## src/shared/pacr_pkg.sv

```systemverilog
// package with register map, field positions and reset values for the address/config bank
package pacr_pkg;
    localparam int REG_AW = 5;
    localparam int REG_DW = 16;
    localparam logic [4:0] ADDR_STATUS_OFS = 5'h19;
    localparam logic [4:0] TEN_STATUS_OFS = 5'h1b;
    localparam logic [4:0] TEN_CONFIG_OFS = 5'h1c;
    // address/status fields
    localparam int SPEED_BIT = 6;
    localparam int CONNECT_BIT = 5;
    localparam int ADDR_MSB = 4;
    localparam int ADDR_W = 5;
    localparam logic [4:0] ADDR_ISOLATE_VAL = 5'h00;
    // tenbase status fields
    localparam int SERIAL_BIT = 9;
    // tenbase config fields
    localparam int LINK_PULSE_BIT = 5;
    localparam int HEARTBEAT_BIT = 4;
    localparam int PAIR_SEL_BIT = 3;
    localparam int LOW_SQUELCH_BIT = 2;
    localparam int JABBER_BIT = 0;
    localparam logic [5:0] TEN_CONFIG_RST = 6'h39;
    localparam logic [5:0] TEN_CONFIG_WMASK = 6'h3d;
    localparam logic [15:0] ZERO_WORD = 16'h0000;
    // strap capture states
    typedef enum logic [2:0] {
        PACR_ST_RESET = 3'b001,
        PACR_ST_SAMPLE = 3'b010,
        PACR_ST_RUN = 3'b100
    } pacr_state_t;
endpackage

```

## src/logic/pacr_sync3.sv

```systemverilog
// three-stage pin synchroniser; a change counts once stages two and three agree
`timescale 1ns/10ps
`default_nettype none
module pacr_sync3 #(
    parameter int WIDTH = 1
) (
    // clock and reset
    input wire logic clk_sys,
    input wire logic rst_n,
    // pin side and result
    input wire logic [WIDTH-1:0] pin,
    output logic [WIDTH-1:0] level
);
    logic [WIDTH-1:0] s1_ff;
    logic [WIDTH-1:0] s2_ff;
    logic [WIDTH-1:0] s3_ff;
    logic [WIDTH-1:0] level_ff;

    // elaboration check: at least one bit must be synchronised
    if (WIDTH < 1) begin : g_width_check
        $error("pacr_sync3: WIDTH must be positive");
    end

    always_ff @(posedge clk_sys or negedge rst_n) begin
        if (!rst_n) begin
            s1_ff <= '0;
            s2_ff <= '0;
            s3_ff <= '0;
        end else begin
            s1_ff <= pin;
            s2_ff <= s1_ff;
            s3_ff <= s2_ff;
        end
    end

    generate
        for (genvar i = 0; i < WIDTH; i++) begin : g_bit
            always_ff @(posedge clk_sys or negedge rst_n) begin
                if (!rst_n) begin
                    level_ff[i] <= 1'b0;
                end else if (s2_ff[i] == s3_ff[i]) begin
                    level_ff[i] <= s3_ff[i];
                end
            end
        end
    endgenerate

    assign level = level_ff;
endmodule
`default_nettype wire

```

## src/logic/pacr_pair_drv.sv

```systemverilog
// transmit pair steering: the selected pair drives, the other is released
`timescale 1ns/10ps
`default_nettype none
module pacr_pair_drv (
    // clock and reset
    input wire logic clk_sys,
    input wire logic rst_n,
    // selection and line data
    input wire logic unshielded_sel,
    input wire logic tx_data,
    // unshielded pair
    output logic unshielded_tx_pair_o,
    output logic unshielded_tx_pair_oe,
    // shielded pair
    output logic shielded_tx_pair_o,
    output logic shielded_tx_pair_oe
);
    logic data_ff;
    logic utp_oe_ff;
    logic stp_oe_ff;

    always_ff @(posedge clk_sys or negedge rst_n) begin
        if (!rst_n) begin
            data_ff <= 1'b0;
        end else begin
            data_ff <= tx_data;
        end
    end

    // only one pair enabled at a time
    always_ff @(posedge clk_sys or negedge rst_n) begin
        if (!rst_n) begin
            utp_oe_ff <= 1'b0;
            stp_oe_ff <= 1'b0;
        end else begin
            utp_oe_ff <= unshielded_sel;
            stp_oe_ff <= ~unshielded_sel;
        end
    end

    assign unshielded_tx_pair_o = data_ff;
    assign shielded_tx_pair_o = data_ff;
    assign unshielded_tx_pair_oe = utp_oe_ff;
    assign shielded_tx_pair_oe = stp_oe_ff;

    property p_one_pair;
        @(posedge clk_sys) disable iff (!rst_n)
        !(utp_oe_ff && stp_oe_ff);
    endproperty
    a_one_pair: assert property (p_one_pair) else $error("both transmit pairs enabled");
endmodule
`default_nettype wire

```

## src/logic/pacr_regs.sv

```systemverilog
// address/status, tenbase status and tenbase configuration registers
`timescale 1ns/10ps
`default_nettype none
module pacr_regs (
    // clock and reset
    input wire logic clk_sys,
    input wire logic rst_n,
    // management register port
    input wire logic reg_wr,
    input wire logic reg_rd,
    input wire logic [pacr_pkg::REG_AW-1:0] reg_addr,
    input wire logic [pacr_pkg::REG_DW-1:0] reg_wdata,
    output logic [pacr_pkg::REG_DW-1:0] reg_rdata,
    output logic reg_hit,
    // strap pins
    input wire logic [pacr_pkg::ADDR_W-1:0] station_address_straps,
    input wire logic serial_data_strap,
    // state from the rest of the device
    input wire logic link_valid,
    input wire logic speed_100_cfg,
    input wire logic autoneg_en,
    input wire logic full_duplex,
    input wire logic endec_loopback_bit,
    input wire logic indicator_select_bit,
    input wire logic indicator_normal,
    input wire logic tx_data,
    // controls to the rest of the device
    output logic isolate_set,
    output logic speed_10_mode,
    output logic link_pulse_tx_en,
    output logic force_good_link,
    output logic heartbeat_active,
    output logic low_squelch_select,
    output logic jabber_active,
    output logic serial_data_select,
    output logic [pacr_pkg::ADDR_W-1:0] station_address_field,
    // indicator and transmit pairs
    output logic first_indicator_pin,
    output logic unshielded_tx_pair_o,
    output logic unshielded_tx_pair_oe,
    output logic shielded_tx_pair_o,
    output logic shielded_tx_pair_oe
);
    import pacr_pkg::*;

    pacr_state_t state_ff;
    logic [ADDR_W-1:0] addr_ff;
    logic serial_ff;
    logic [5:0] cfg_ff;
    logic connect_state_flag;
    logic connect_ff;
    logic speed10_ff;
    logic [REG_DW-1:0] rdata_ff;
    logic [ADDR_W-1:0] straps_sync;
    logic serial_sync;
    logic link_sync;
    logic [REG_DW-1:0] nxt_rdata;
    logic nxt_hit;
    logic wr_addr;
    logic wr_ten_status;
    logic wr_ten_config;
    logic nxt_speed10;

    pacr_sync3 #(.WIDTH(ADDR_W + 2)) u_sync (
        .clk_sys(clk_sys),
        .rst_n(rst_n),
        .pin({station_address_straps, serial_data_strap, link_valid}),
        .level({straps_sync, serial_sync, link_sync})
    );

    // strap capture waits for the synchroniser to settle after reset release
    logic [1:0] settle_ff;
    always_ff @(posedge clk_sys or negedge rst_n) begin
        if (!rst_n) begin
            state_ff <= PACR_ST_RESET;
            settle_ff <= 2'h0;
        end else begin
            case (state_ff)
                PACR_ST_RESET: begin
                    settle_ff <= settle_ff + 2'h1;
                    if (settle_ff == 2'h3) begin
                        state_ff <= PACR_ST_SAMPLE;
                    end
                end
                PACR_ST_SAMPLE: state_ff <= PACR_ST_RUN;
                PACR_ST_RUN: state_ff <= PACR_ST_RUN;
                default: state_ff <= PACR_ST_RESET;
            endcase
        end
    end

    assign wr_addr = reg_wr && (reg_addr == ADDR_STATUS_OFS);
    assign wr_ten_status = reg_wr && (reg_addr == TEN_STATUS_OFS);
    assign wr_ten_config = reg_wr && (reg_addr == TEN_CONFIG_OFS);

    // station address: strap load then software writable
    always_ff @(posedge clk_sys or negedge rst_n) begin
        if (!rst_n) begin
            addr_ff <= '0;
        end else if (state_ff == PACR_ST_SAMPLE) begin
            addr_ff <= straps_sync;
        end else if (wr_addr) begin
            addr_ff <= reg_wdata[ADDR_MSB:0];
        end
    end

    always_ff @(posedge clk_sys or negedge rst_n) begin
        if (!rst_n) begin
            serial_ff <= 1'b0;
        end else if (state_ff == PACR_ST_SAMPLE) begin
            serial_ff <= serial_sync;
        end else if (wr_ten_status) begin
            serial_ff <= reg_wdata[SERIAL_BIT];
        end
    end

    // only documented writable bits take data; reserved bit 1 stays zero
    always_ff @(posedge clk_sys or negedge rst_n) begin
        if (!rst_n) begin
            cfg_ff <= TEN_CONFIG_RST;
        end else if (wr_ten_config) begin
            cfg_ff <= reg_wdata[5:0] & TEN_CONFIG_WMASK;
        end
    end

    // connect status: forced good link when link pulses are off
    assign connect_state_flag = link_sync || !cfg_ff[LINK_PULSE_BIT];
    always_ff @(posedge clk_sys or negedge rst_n) begin
        if (!rst_n) begin
            connect_ff <= 1'b0;
        end else begin
            connect_ff <= connect_state_flag;
        end
    end

    // speed: link pulse clear under auto-negotiation falls back to 10 Mb/s
    always_comb begin
        nxt_speed10 = !speed_100_cfg;
        if (speed_100_cfg && autoneg_en && !cfg_ff[LINK_PULSE_BIT]) begin
            nxt_speed10 = 1'b1;
        end
    end
    always_ff @(posedge clk_sys or negedge rst_n) begin
        if (!rst_n) begin
            speed10_ff <= 1'b0;
        end else begin
            speed10_ff <= nxt_speed10;
        end
    end

    // read mux, registered; reserved bits zero
    always_comb begin
        nxt_rdata = ZERO_WORD;
        nxt_hit = 1'b1;
        if (reg_addr == ADDR_STATUS_OFS) begin
            nxt_rdata[SPEED_BIT] = speed10_ff;
            nxt_rdata[CONNECT_BIT] = connect_ff;
            nxt_rdata[ADDR_MSB:0] = addr_ff;
        end else if (reg_addr == TEN_STATUS_OFS) begin
            nxt_rdata[SERIAL_BIT] = serial_ff;
        end else if (reg_addr == TEN_CONFIG_OFS) begin
            nxt_rdata[5:0] = cfg_ff;
        end else begin
            nxt_hit = 1'b0;
        end
    end
    always_ff @(posedge clk_sys or negedge rst_n) begin
        if (!rst_n) begin
            rdata_ff <= ZERO_WORD;
        end else if (reg_rd) begin
            rdata_ff <= nxt_rdata;
        end
    end
    assign reg_rdata = rdata_ff;
    assign reg_hit = nxt_hit;

    // controls
    assign station_address_field = addr_ff;
    assign isolate_set = (state_ff == PACR_ST_RUN) && (addr_ff == ADDR_ISOLATE_VAL);
    assign speed_10_mode = speed10_ff;
    assign link_pulse_tx_en = cfg_ff[LINK_PULSE_BIT];
    assign force_good_link = !cfg_ff[LINK_PULSE_BIT];
    assign heartbeat_active = cfg_ff[HEARTBEAT_BIT] && !full_duplex;
    assign low_squelch_select = cfg_ff[LOW_SQUELCH_BIT];
    assign jabber_active = cfg_ff[JABBER_BIT] && (full_duplex || endec_loopback_bit);
    assign serial_data_select = serial_ff && speed10_ff;
    assign first_indicator_pin = indicator_select_bit ? connect_ff : indicator_normal;

    pacr_pair_drv u_pair (
        .clk_sys(clk_sys),
        .rst_n(rst_n),
        .unshielded_sel(cfg_ff[PAIR_SEL_BIT]),
        .tx_data(tx_data),
        .unshielded_tx_pair_o(unshielded_tx_pair_o),
        .unshielded_tx_pair_oe(unshielded_tx_pair_oe),
        .shielded_tx_pair_o(shielded_tx_pair_o),
        .shielded_tx_pair_oe(shielded_tx_pair_oe)
    );

    property p_cfg_write;
        @(posedge clk_sys) disable iff (!rst_n)
        wr_ten_config |=> cfg_ff == ($past(reg_wdata[5:0]) & TEN_CONFIG_WMASK);
    endproperty
    a_cfg_write: assert property (p_cfg_write) else $error("config write lost");

    property p_isolate;
        @(posedge clk_sys) disable iff (!rst_n)
        (state_ff == PACR_ST_RUN && wr_addr && reg_wdata[ADDR_MSB:0] == ADDR_ISOLATE_VAL)
            |=> isolate_set;
    endproperty
    a_isolate: assert property (p_isolate) else $error("isolate not set");

    property p_strap_load;
        @(posedge clk_sys) disable iff (!rst_n)
        (state_ff == PACR_ST_SAMPLE) |=> addr_ff == $past(straps_sync)
            && serial_ff == $past(serial_sync);
    endproperty
    a_strap_load: assert property (p_strap_load) else $error("straps not loaded");

    property p_fallback;
        @(posedge clk_sys) disable iff (!rst_n)
        (speed_100_cfg && autoneg_en && !cfg_ff[LINK_PULSE_BIT]) |=> speed10_ff;
    endproperty
    a_fallback: assert property (p_fallback) else $error("no 10 Mb/s fallback");

    property p_fixed100;
        @(posedge clk_sys) disable iff (!rst_n)
        (speed_100_cfg && !autoneg_en) |=> !speed10_ff;
    endproperty
    a_fixed100: assert property (p_fixed100) else $error("fixed 100 changed");

    property p_heartbeat;
        @(posedge clk_sys) disable iff (!rst_n)
        full_duplex |-> !heartbeat_active;
    endproperty
    a_heartbeat: assert property (p_heartbeat) else $error("heartbeat in duplex");

    property p_indicator;
        @(posedge clk_sys) disable iff (!rst_n)
        indicator_select_bit |-> first_indicator_pin == connect_ff;
    endproperty
    a_indicator: assert property (p_indicator) else $error("indicator wrong");

    property p_connect;
        @(posedge clk_sys) disable iff (!rst_n)
        !cfg_ff[LINK_PULSE_BIT] ##1 !cfg_ff[LINK_PULSE_BIT] |-> connect_ff;
    endproperty
    a_connect: assert property (p_connect) else $error("forced link missing");

    property p_pair;
        @(posedge clk_sys) disable iff (!rst_n)
        $rose(cfg_ff[PAIR_SEL_BIT]) |=> unshielded_tx_pair_oe && !shielded_tx_pair_oe;
    endproperty
    a_pair: assert property (p_pair) else $error("pair select wrong");

    property p_jabber;
        @(posedge clk_sys) disable iff (!rst_n)
        (!full_duplex && !endec_loopback_bit) |-> !jabber_active;
    endproperty
    a_jabber: assert property (p_jabber) else $error("jabber outside mode");
endmodule
`default_nettype wire

```

## config.mk

```make
export PLATFORM = sky130hd
export DESIGN_NAME = pacr_regs
export DESIGN_NICKNAME = d
export VERILOG_FILES = /design/src/shared/pacr_pkg.sv /design/src/logic/pacr_sync3.sv /design/src/logic/pacr_pair_drv.sv /design/src/logic/pacr_regs.sv
export SDC_FILE = /design/constraint.sdc
export NUM_CORES = 1
export LEC_CHECK = 0
export BUFFER_PORTS_ARGS = -buffer_cell sky130_fd_sc_hd__buf_2
export CELL_PAD_IN_SITES_DETAIL_PLACEMENT = 0
export CELL_PAD_IN_SITES_GLOBAL_PLACEMENT = 2
export CORE_MARGIN = 2
export CORE_UTILIZATION = 32
export DETAILED_ROUTE_END_ITERATION = 12
export GPL_TIMING_DRIVEN = 0
export PLACE_DENSITY_LB_ADDON = 0.1
export SLEW_MARGIN = 20
export SYNTH_ARGS = -nofsm -noshare
export SYNTH_HDL_FRONTEND = slang
export SYNTH_SLANG_ARGS = --single-unit
export TNS_END_PERCENT = 5
```

## constraint.sdc

```tcl
create_clock -name clk_sys -period 1.9 [get_ports clk_sys]
set_clock_uncertainty 0.2 [all_clocks]
set_input_delay 0 -clock clk_sys [delete_from_list [all_inputs] [get_ports clk_sys]]
set_output_delay 0 -clock clk_sys [all_outputs]
set_load 0.03 [all_outputs]
```

# Word level (Yosys, flattened, before mapping)

Cells that the tools add are included.

Register bits after elaboration: 57
Input port bits: 39

Add/sub/neg operators: 1
Equal/unequal tests: 15
Muxes and demuxes: 17
Bitwise logic cells: 1
Reductions and logical operators: 18

Operator list:

| kind                                                            | number |
|---|---|
| 6-bit two-way mux                                               | 3 |
| 5-bit == test, second input constant                            | 3 |
| 1-bit two-way mux                                               | 10 |
| 5-bit two-way mux                                               | 2 |
| 1-bit logical AND                                               | 9 |
| 1-bit == test                                                   | 7 |
| 3-bit one-hot mux with 2 select lines                           | 1 |
| 5-bit logical NOT                                               | 1 |
| 2-bit nonzero test                                              | 2 |
| 3-bit by 1-bit == test with 1-bit output, second input constant | 1 |
| 3-bit by 2-bit == test with 1-bit output, second input constant | 1 |
| 3-bit == test, second input constant                            | 1 |
| 1-bit logical NOT                                               | 3 |
| 3-bit two-way mux                                               | 1 |
| 2-bit by 1-bit adder with 2-bit output, second input constant   | 1 |
| 2-bit == test, second input constant                            | 1 |
| 1-bit logical OR                                                | 2 |
| 2-bit inequality test, second input constant                    | 1 |
| 2-bit OR reduction                                              | 1 |
| 1-bit inverter                                                  | 1 |

# Logic depth before layout (Yosys ltp)

Depth in word-level cells: 4
Depth in mapped cells: 5
Depth with buffers taken out: 3

# Hierarchy

Synthesis repeated with hierarchy kept, for this count alone.

Cells, all modules: 159
Area, all modules: 2163.3 um^2

Modules (own cells, without submodules):

| module        | instances | cells an instance | area each (um^2) | seq. area each (um^2) |
|---|---|---|---|---|
| pacr_regs     | 1         | 119               | 1297.5           | 656.9 |
| pacr_sync3    | 1         | 35                | 779.5            | 700.7 |
| pacr_pair_drv | 1         | 5                 | 86.3             | 75.1 |

# Least setup slack after synthesis

OpenSTA, ideal clock, no wires.

Kind: reg2reg
Start point: register state_ff[0]
End point: register settle_ff[1]
Setup time: 0.125 ns
Arrival: 1.199 ns
Required time: 1.575 ns
Setup slack: 0.376 ns
Cell stages (with the launch flop): 3
Path through: dfstp_2 > nor3b_1 > mux2_2

Cells in the longest elaborated chain, start to end: 1

Ends and longest elaborated chain:

| element                                  | line            | source |
|---|---|---|
| from (decl)                              | pacr_regs.sv:46 | `pacr_state_t state_ff;` |
| from (signal assigned)                   | pacr_regs.sv:75 | `state_ff <= PACR_ST_RESET;` |
| from (signal assigned)                   | pacr_regs.sv:82 | `state_ff <= PACR_ST_SAMPLE;` |
| from (signal assigned)                   | pacr_regs.sv:85 | `PACR_ST_SAMPLE: state_ff <= PACR_ST_RUN;` |
| 3-bit by 1-bit == test with 1-bit output | pacr_regs.sv:78 | `case (state_ff)` |
| to (signal assigned)                     | pacr_regs.sv:80 | `settle_ff <= settle_ff + 2'h1;` |
| to (decl)                                | pacr_regs.sv:72 | `logic [1:0] settle_ff;` |

Every way passes these cells.
A chain may end at the register's enable or synchronous reset.

# Worst setup path after layout

Start point: input port reg_addr[3] in the netlist's numbering
End point: register addr_ff[2], in the netlist station_address_field[2]

Cells in the longest elaborated chain, start to end: 3

Ends and longest elaborated chain:

| element                             | line             | source |
|---|---|---|
| from (decl)                         | pacr_regs.sv:11  | `input wire logic [pacr_pkg::REG_AW-1:0] reg_addr,` |
| 5-bit == test                       | pacr_regs.sv:92  | `assign wr_addr = reg_wr && (reg_addr == ADDR_STATUS_OFS);` |
| 1-bit logical AND                   | pacr_regs.sv:92  |  |
| 2-bit nonzero test (no source line) | n/a              |  |
| to (signal assigned)                | pacr_regs.sv:101 | `addr_ff <= straps_sync;` |
| to (signal assigned)                | pacr_regs.sv:103 | `addr_ff <= reg_wdata[ADDR_MSB:0];` |
| to (decl)                           | pacr_regs.sv:47  | `logic [ADDR_W-1:0] addr_ff;` |

Every way passes these cells.

==> impl_table.tex <==
\begin{tabular}{lr}
\hline
Metric & Value \\
\hline
\multicolumn{2}{l}{\textbf{Layout}} \\
Non-filler cells, final & 337 \\
Post-layout net count & 295 \\
Synthesis-to-layout area growth & 39.5\% \\
Share of cells above drive strength 1 & 38.1\% \\
Multi-input logic area & 623 um2 \\
Layout fillers & 598 \\
Total inserted antenna cells & 0 \\
Area occupied by registers & 1430 um2 \\
\multicolumn{2}{l}{\textbf{Critical path}} \\
Crit path launch type & primary input \\
Family with the most delay on the worst path & buffers and inverters \\
List of cells traversed by the critical path & dlygate4sd3\_1 > buf\_2 > nor2b\_2 > buf\_6 > nand4\_1 > dlygate4sd3\_1 > a31oi\_1 \\
Bufs and invs on worst path & 4 \\
WS Path Type & primary input to flip-flop \\
Critical path capture point type & flip-flop \\
Delay contributed by the slowest stage of the critical path & 0.57 ns \\
Critical path's slowest cell & sky130\_fd\_sc\_hd\_\_dlygate4sd3\_1 \\
Endpoint required time on the critical path & 1.94 ns \\
Max Fanout on Critical Path & 8 \\
CP dominant cell by count & sky130\_fd\_sc\_hd\_\_dlygate4sd3\_1 \\
Data arrival time of the worst path & 1.79 ns \\
\multicolumn{2}{l}{\textbf{STA}} \\
Setup TNS & 0 ns \\
Setup repair after global routing missed its margin & false \\
Setup violation total in the final timing report & 0 \\
Number of slew-limit violations in the final report & 0 \\
Tightest hold margin & 0.0226 ns \\
Final worst path period need & 1.75 ns \\
Worst slew margin & 52.9\% \\
Peak clock frequency supported by timing & 571 MHz \\
Slew at the pin closest to its max-slew limit & 0.707 ns \\
Min setup slack post-route & 0.147 ns \\
Final hold violation count & 0 \\
Final period util & 92.3\% \\
\multicolumn{2}{l}{\textbf{Die}} \\
Core region area & 6420 um2 \\
Total die area & 7420 um2 \\
Core Rows & 29 \\
Vertical die dimension & 86.1 um \\
Die Width & 86.1 um \\
Effective utilization at floorplan & 33.6\% \\
Count of boundary I/O pins & 74 \\
\multicolumn{2}{l}{\textbf{Yosys}} \\
Synth unique cells & 37 \\
Fraction of post-synthesis cell area in the top cell type by area & 60.3\% \\
Async set-or-reset flop fraction in the synthesized netlist & 100\% \\
Count of state elements after synthesis & 57 \\
Most frequent cells after synthesis & 52 x sky130\_fd\_sc\_hd\_\_dfrtp\_1, 9 x sky130\_fd\_sc\_hd\_\_buf\_4, 9 x sky130\_fd\_sc\_hd\_\_nor2\_1 \\
Mapped Cells & 158 \\
Post-synth EDFFs & 0 \\
Sequential element share of the synthesized area & 66.4\% \\
Largest area contributor in the synthesized netlist & sky130\_fd\_sc\_hd\_\_dfrtp\_1 \\
Most frequent cell after synthesis & sky130\_fd\_sc\_hd\_\_dfrtp\_1 \\
Synth Area per Inst & 13.7 um2 \\
Main area contributors after synthesis & sky130\_fd\_sc\_hd\_\_dfrtp\_1 60\%, sky130\_fd\_sc\_hd\_\_dfstp\_2 6.1\%, sky130\_fd\_sc\_hd\_\_mux2\_2 3.7\%, sky130\_fd\_sc\_hd\_\_maj3\_1 3.2\%, sky130\_fd\_sc\_hd\_\_buf\_4 3.1\% \\
Area of the mapped netlist & 2160 um2 \\
Ys flop type & sky130\_fd\_sc\_hd\_\_dfrtp\_1 \\
Number of warning messages in the yosys log & 0 \\
\multicolumn{2}{l}{\textbf{Pwr}} \\
Worst vdd ir & 492 uV \\
Power density of the placed cells & 998 nW/um2 \\
Leakage component of the power & 1.44 nW \\
\multicolumn{2}{l}{\textbf{Global routing}} \\
Global-route wire length before repair & 7.46 mm \\
GRT Total Usage & 13.3\% \\
Number of antenna violations at the first check in global routing & 0 \\
Vias in the first global route & 1523 \\
Grt ovf & 0 \\
Pin count of the biggest net entering global routing & 58 \\
\multicolumn{2}{l}{\textbf{Clock network}} \\
Master cell of the clock root buffer & sky130\_fd\_sc\_hd\_\_clkbuf\_8 \\
Clock buffer depth & 2 \\
Clock input transition at the sequential cells of the worst setup and hold paths & 0.06 ns \\
Post-CTS setup buffer count & 0 \\
CTS Sinks & 57 \\
Resized Gates After CTS & 0 \\
TritonCTS clock tree & yes \\
Cts bufs inserted & 9 \\
Clock latency of the later-clocked register in the worst-skew pair & 0.32 ns \\
Hold-fix buffers, CTS & 24 \\
CTS H-Tree Depth & 3 \\
\multicolumn{2}{l}{\textbf{Detailed routing}} \\
DR iter-0 viols & 77 \\
DR vias/cell & 4.61 \\
Routed Antenna Nets & 0 \\
DR WL/cell & 14.0 um \\
Sum of routed wire length over all layers & 4.73 mm \\
Length of the first detailed-routing pass in iterations & 4 \\
Via count & 1553 \\
Residual DRC count & 0 \\
\multicolumn{2}{l}{\textbf{Placed design}} \\
Buffers added on ports & 55 \\
HPWL reported at the end of detailed placement & 3.22 mm \\
Pre-CTS setup slack & 0.271 ns \\
Global placer's final weighted congestion & 0.771 \\
Post-Place Cells & 297 \\
\multicolumn{2}{l}{\textbf{Flow run}} \\
Max-cap violations & 0 \\
\multicolumn{2}{l}{\textbf{Run status}} \\
Status & completed \\
\multicolumn{2}{l}{\textbf{Min path}} \\
HP Class & primary input to flip-flop \\
\hline
\end{tabular}
[worst min-delay path: stages]
cell	delay, ns
sky130_fd_sc_hd__buf_2	0.10
sky130_fd_sc_hd__nand3b_1	0.27
sky130_fd_sc_hd__o2bb2ai_1	0.13
[layout make-up]
| type | instances | share of cell area [%] |
|---|---|---|
| Buffer | 14 | 3.66 |
| Clock buffer | 15 | 6.86 |
| Clock inverter | 1 | 0.166 |
| Inverter | 5 | 0.623 |
| Multi-Input combinational cell | 89 | 20.7 |
| Sequential cell | 57 | 47.6 |
| Tap cell | 77 | 3.20 |
| Timing Repair Buffer | 79 | 17.2 |
[where the power goes]
part	total (mW)	leakage (nW)	internal [mW]	switching (mW)
combinational	0.461	0.649	0.179	0.282
clock	1.14	0.112	0.686	0.450
sequential	1.41	0.682	1.33	0.0774
[per-layer routing]
metal,part of all wire [%],track usage [%],vias to the layer above
li1,-,-,739
met1,44,17.5,752
met2,46,20.1,53
met3,7.2,3.37,9
met4,2.2,7.65,0
met5,0,0,-
[registers in the layout (all words and copies together) (netlist names)]
| signal | cells |
|---|---|
| serial_ff | 1 |
| state_ff | 3 |
| cfg_ff | 5 |
| connect_ff | 1 |
| u_pair.shielded_tx_pair_o | 1 |
| station_address_field | 5 |
| u_sync.s2_ff | 7 |
| u_pair.shielded_tx_pair_oe | 1 |
| settle_ff | 2 |
| u_sync.s1_ff | 7 |
| speed_10_mode | 1 |
| u_sync.s3_ff | 7 |
| u_sync.level | 7 |
| u_pair.unshielded_tx_pair_oe | 1 |
| reg_rdata | 8 |
[stage by stage]
stage / area, um2 / util, % / total power, mW
2_1_floorplan: 2180 / - / 1.68
3_3_place_gp: 2560 / 39.8 / 1.85
3_5_place_dp: 2560 / 39.8 / 1.86
4_1_cts: 3010 / 46.9 / 3.05
5_1_grt: 3010 / 46.9 / 3.14
6_report: 3010 / 46.9 / 3.00
[cells in the final DEF (no fill, tap or decap), types with 2 or more instances in the layout]
cell type | netlist | final
sky130_fd_sc_hd__a221o_1 | 5 | 5
sky130_fd_sc_hd__a22o_1 | 2 | 2
sky130_fd_sc_hd__a31oi_1 | 6 | 6
sky130_fd_sc_hd__and2_1 | 2 | 2
sky130_fd_sc_hd__buf_2 | 1 | 55
sky130_fd_sc_hd__buf_4 | 9 | 10
sky130_fd_sc_hd__buf_6 | 3 | 3
sky130_fd_sc_hd__clkbuf_8 | 0 | 15
sky130_fd_sc_hd__conb_1 | 1 | 8
sky130_fd_sc_hd__dfrtp_1 | 52 | 52
sky130_fd_sc_hd__dfstp_2 | 5 | 5
sky130_fd_sc_hd__dlygate4sd3_1 | 0 | 24
sky130_fd_sc_hd__inv_1 | 5 | 5
sky130_fd_sc_hd__maj3_1 | 7 | 7
sky130_fd_sc_hd__mux2_2 | 7 | 7
sky130_fd_sc_hd__nand2b_1 | 3 | 3
sky130_fd_sc_hd__nand3b_1 | 2 | 2
sky130_fd_sc_hd__nand4_1 | 7 | 7
sky130_fd_sc_hd__nor2_1 | 9 | 9
sky130_fd_sc_hd__nor2b_1 | 7 | 7
sky130_fd_sc_hd__o21ai_0 | 7 | 7
[logic make-up (layout without fill, tap and decap cells)]
family	Yosys count	in the layout	share of synthesized area [%]
adder cells (fa/ha/maj)	8	8	3.83
other	1	8	0.174
buffers and inverters	19	114	5.97
multiplexers	7	7	3.65
AND/OR/NAND/NOR	41	41	11.7
flip-flops	57	57	66.4
XOR/XNOR	2	2	0.812
AO/OA/AOI/OAI	23	23	7.48
[final timing paths]
kind,cells after the start,startpoint,end,slack [ns]
setup / recovery,7,reg_addr[3],station_address_field[2]$_DFFE_PN0P_,0.15
min in group asynchronous,2,rst_n,u_sync.s1_ff[0]$_DFF_PN0_,0.07
setup reg to reg,2,state_ff[0]$_DFFE_PN1P_,settle_ff[1]$_DFFE_PN0P_,0.27
hold reg to reg,0,u_sync.s1_ff[4]$_DFF_PN0_,u_sync.s2_ff[4]$_DFF_PN0_,0.15
max in group asynchronous,2,rst_n,u_sync.level[5]$_DFFE_PN0N_,0.96
hold / removal,3,reg_addr[2],reg_rdata[9]$_DFFE_PN0P_,0.02
(Power assumes the default switching activity.)
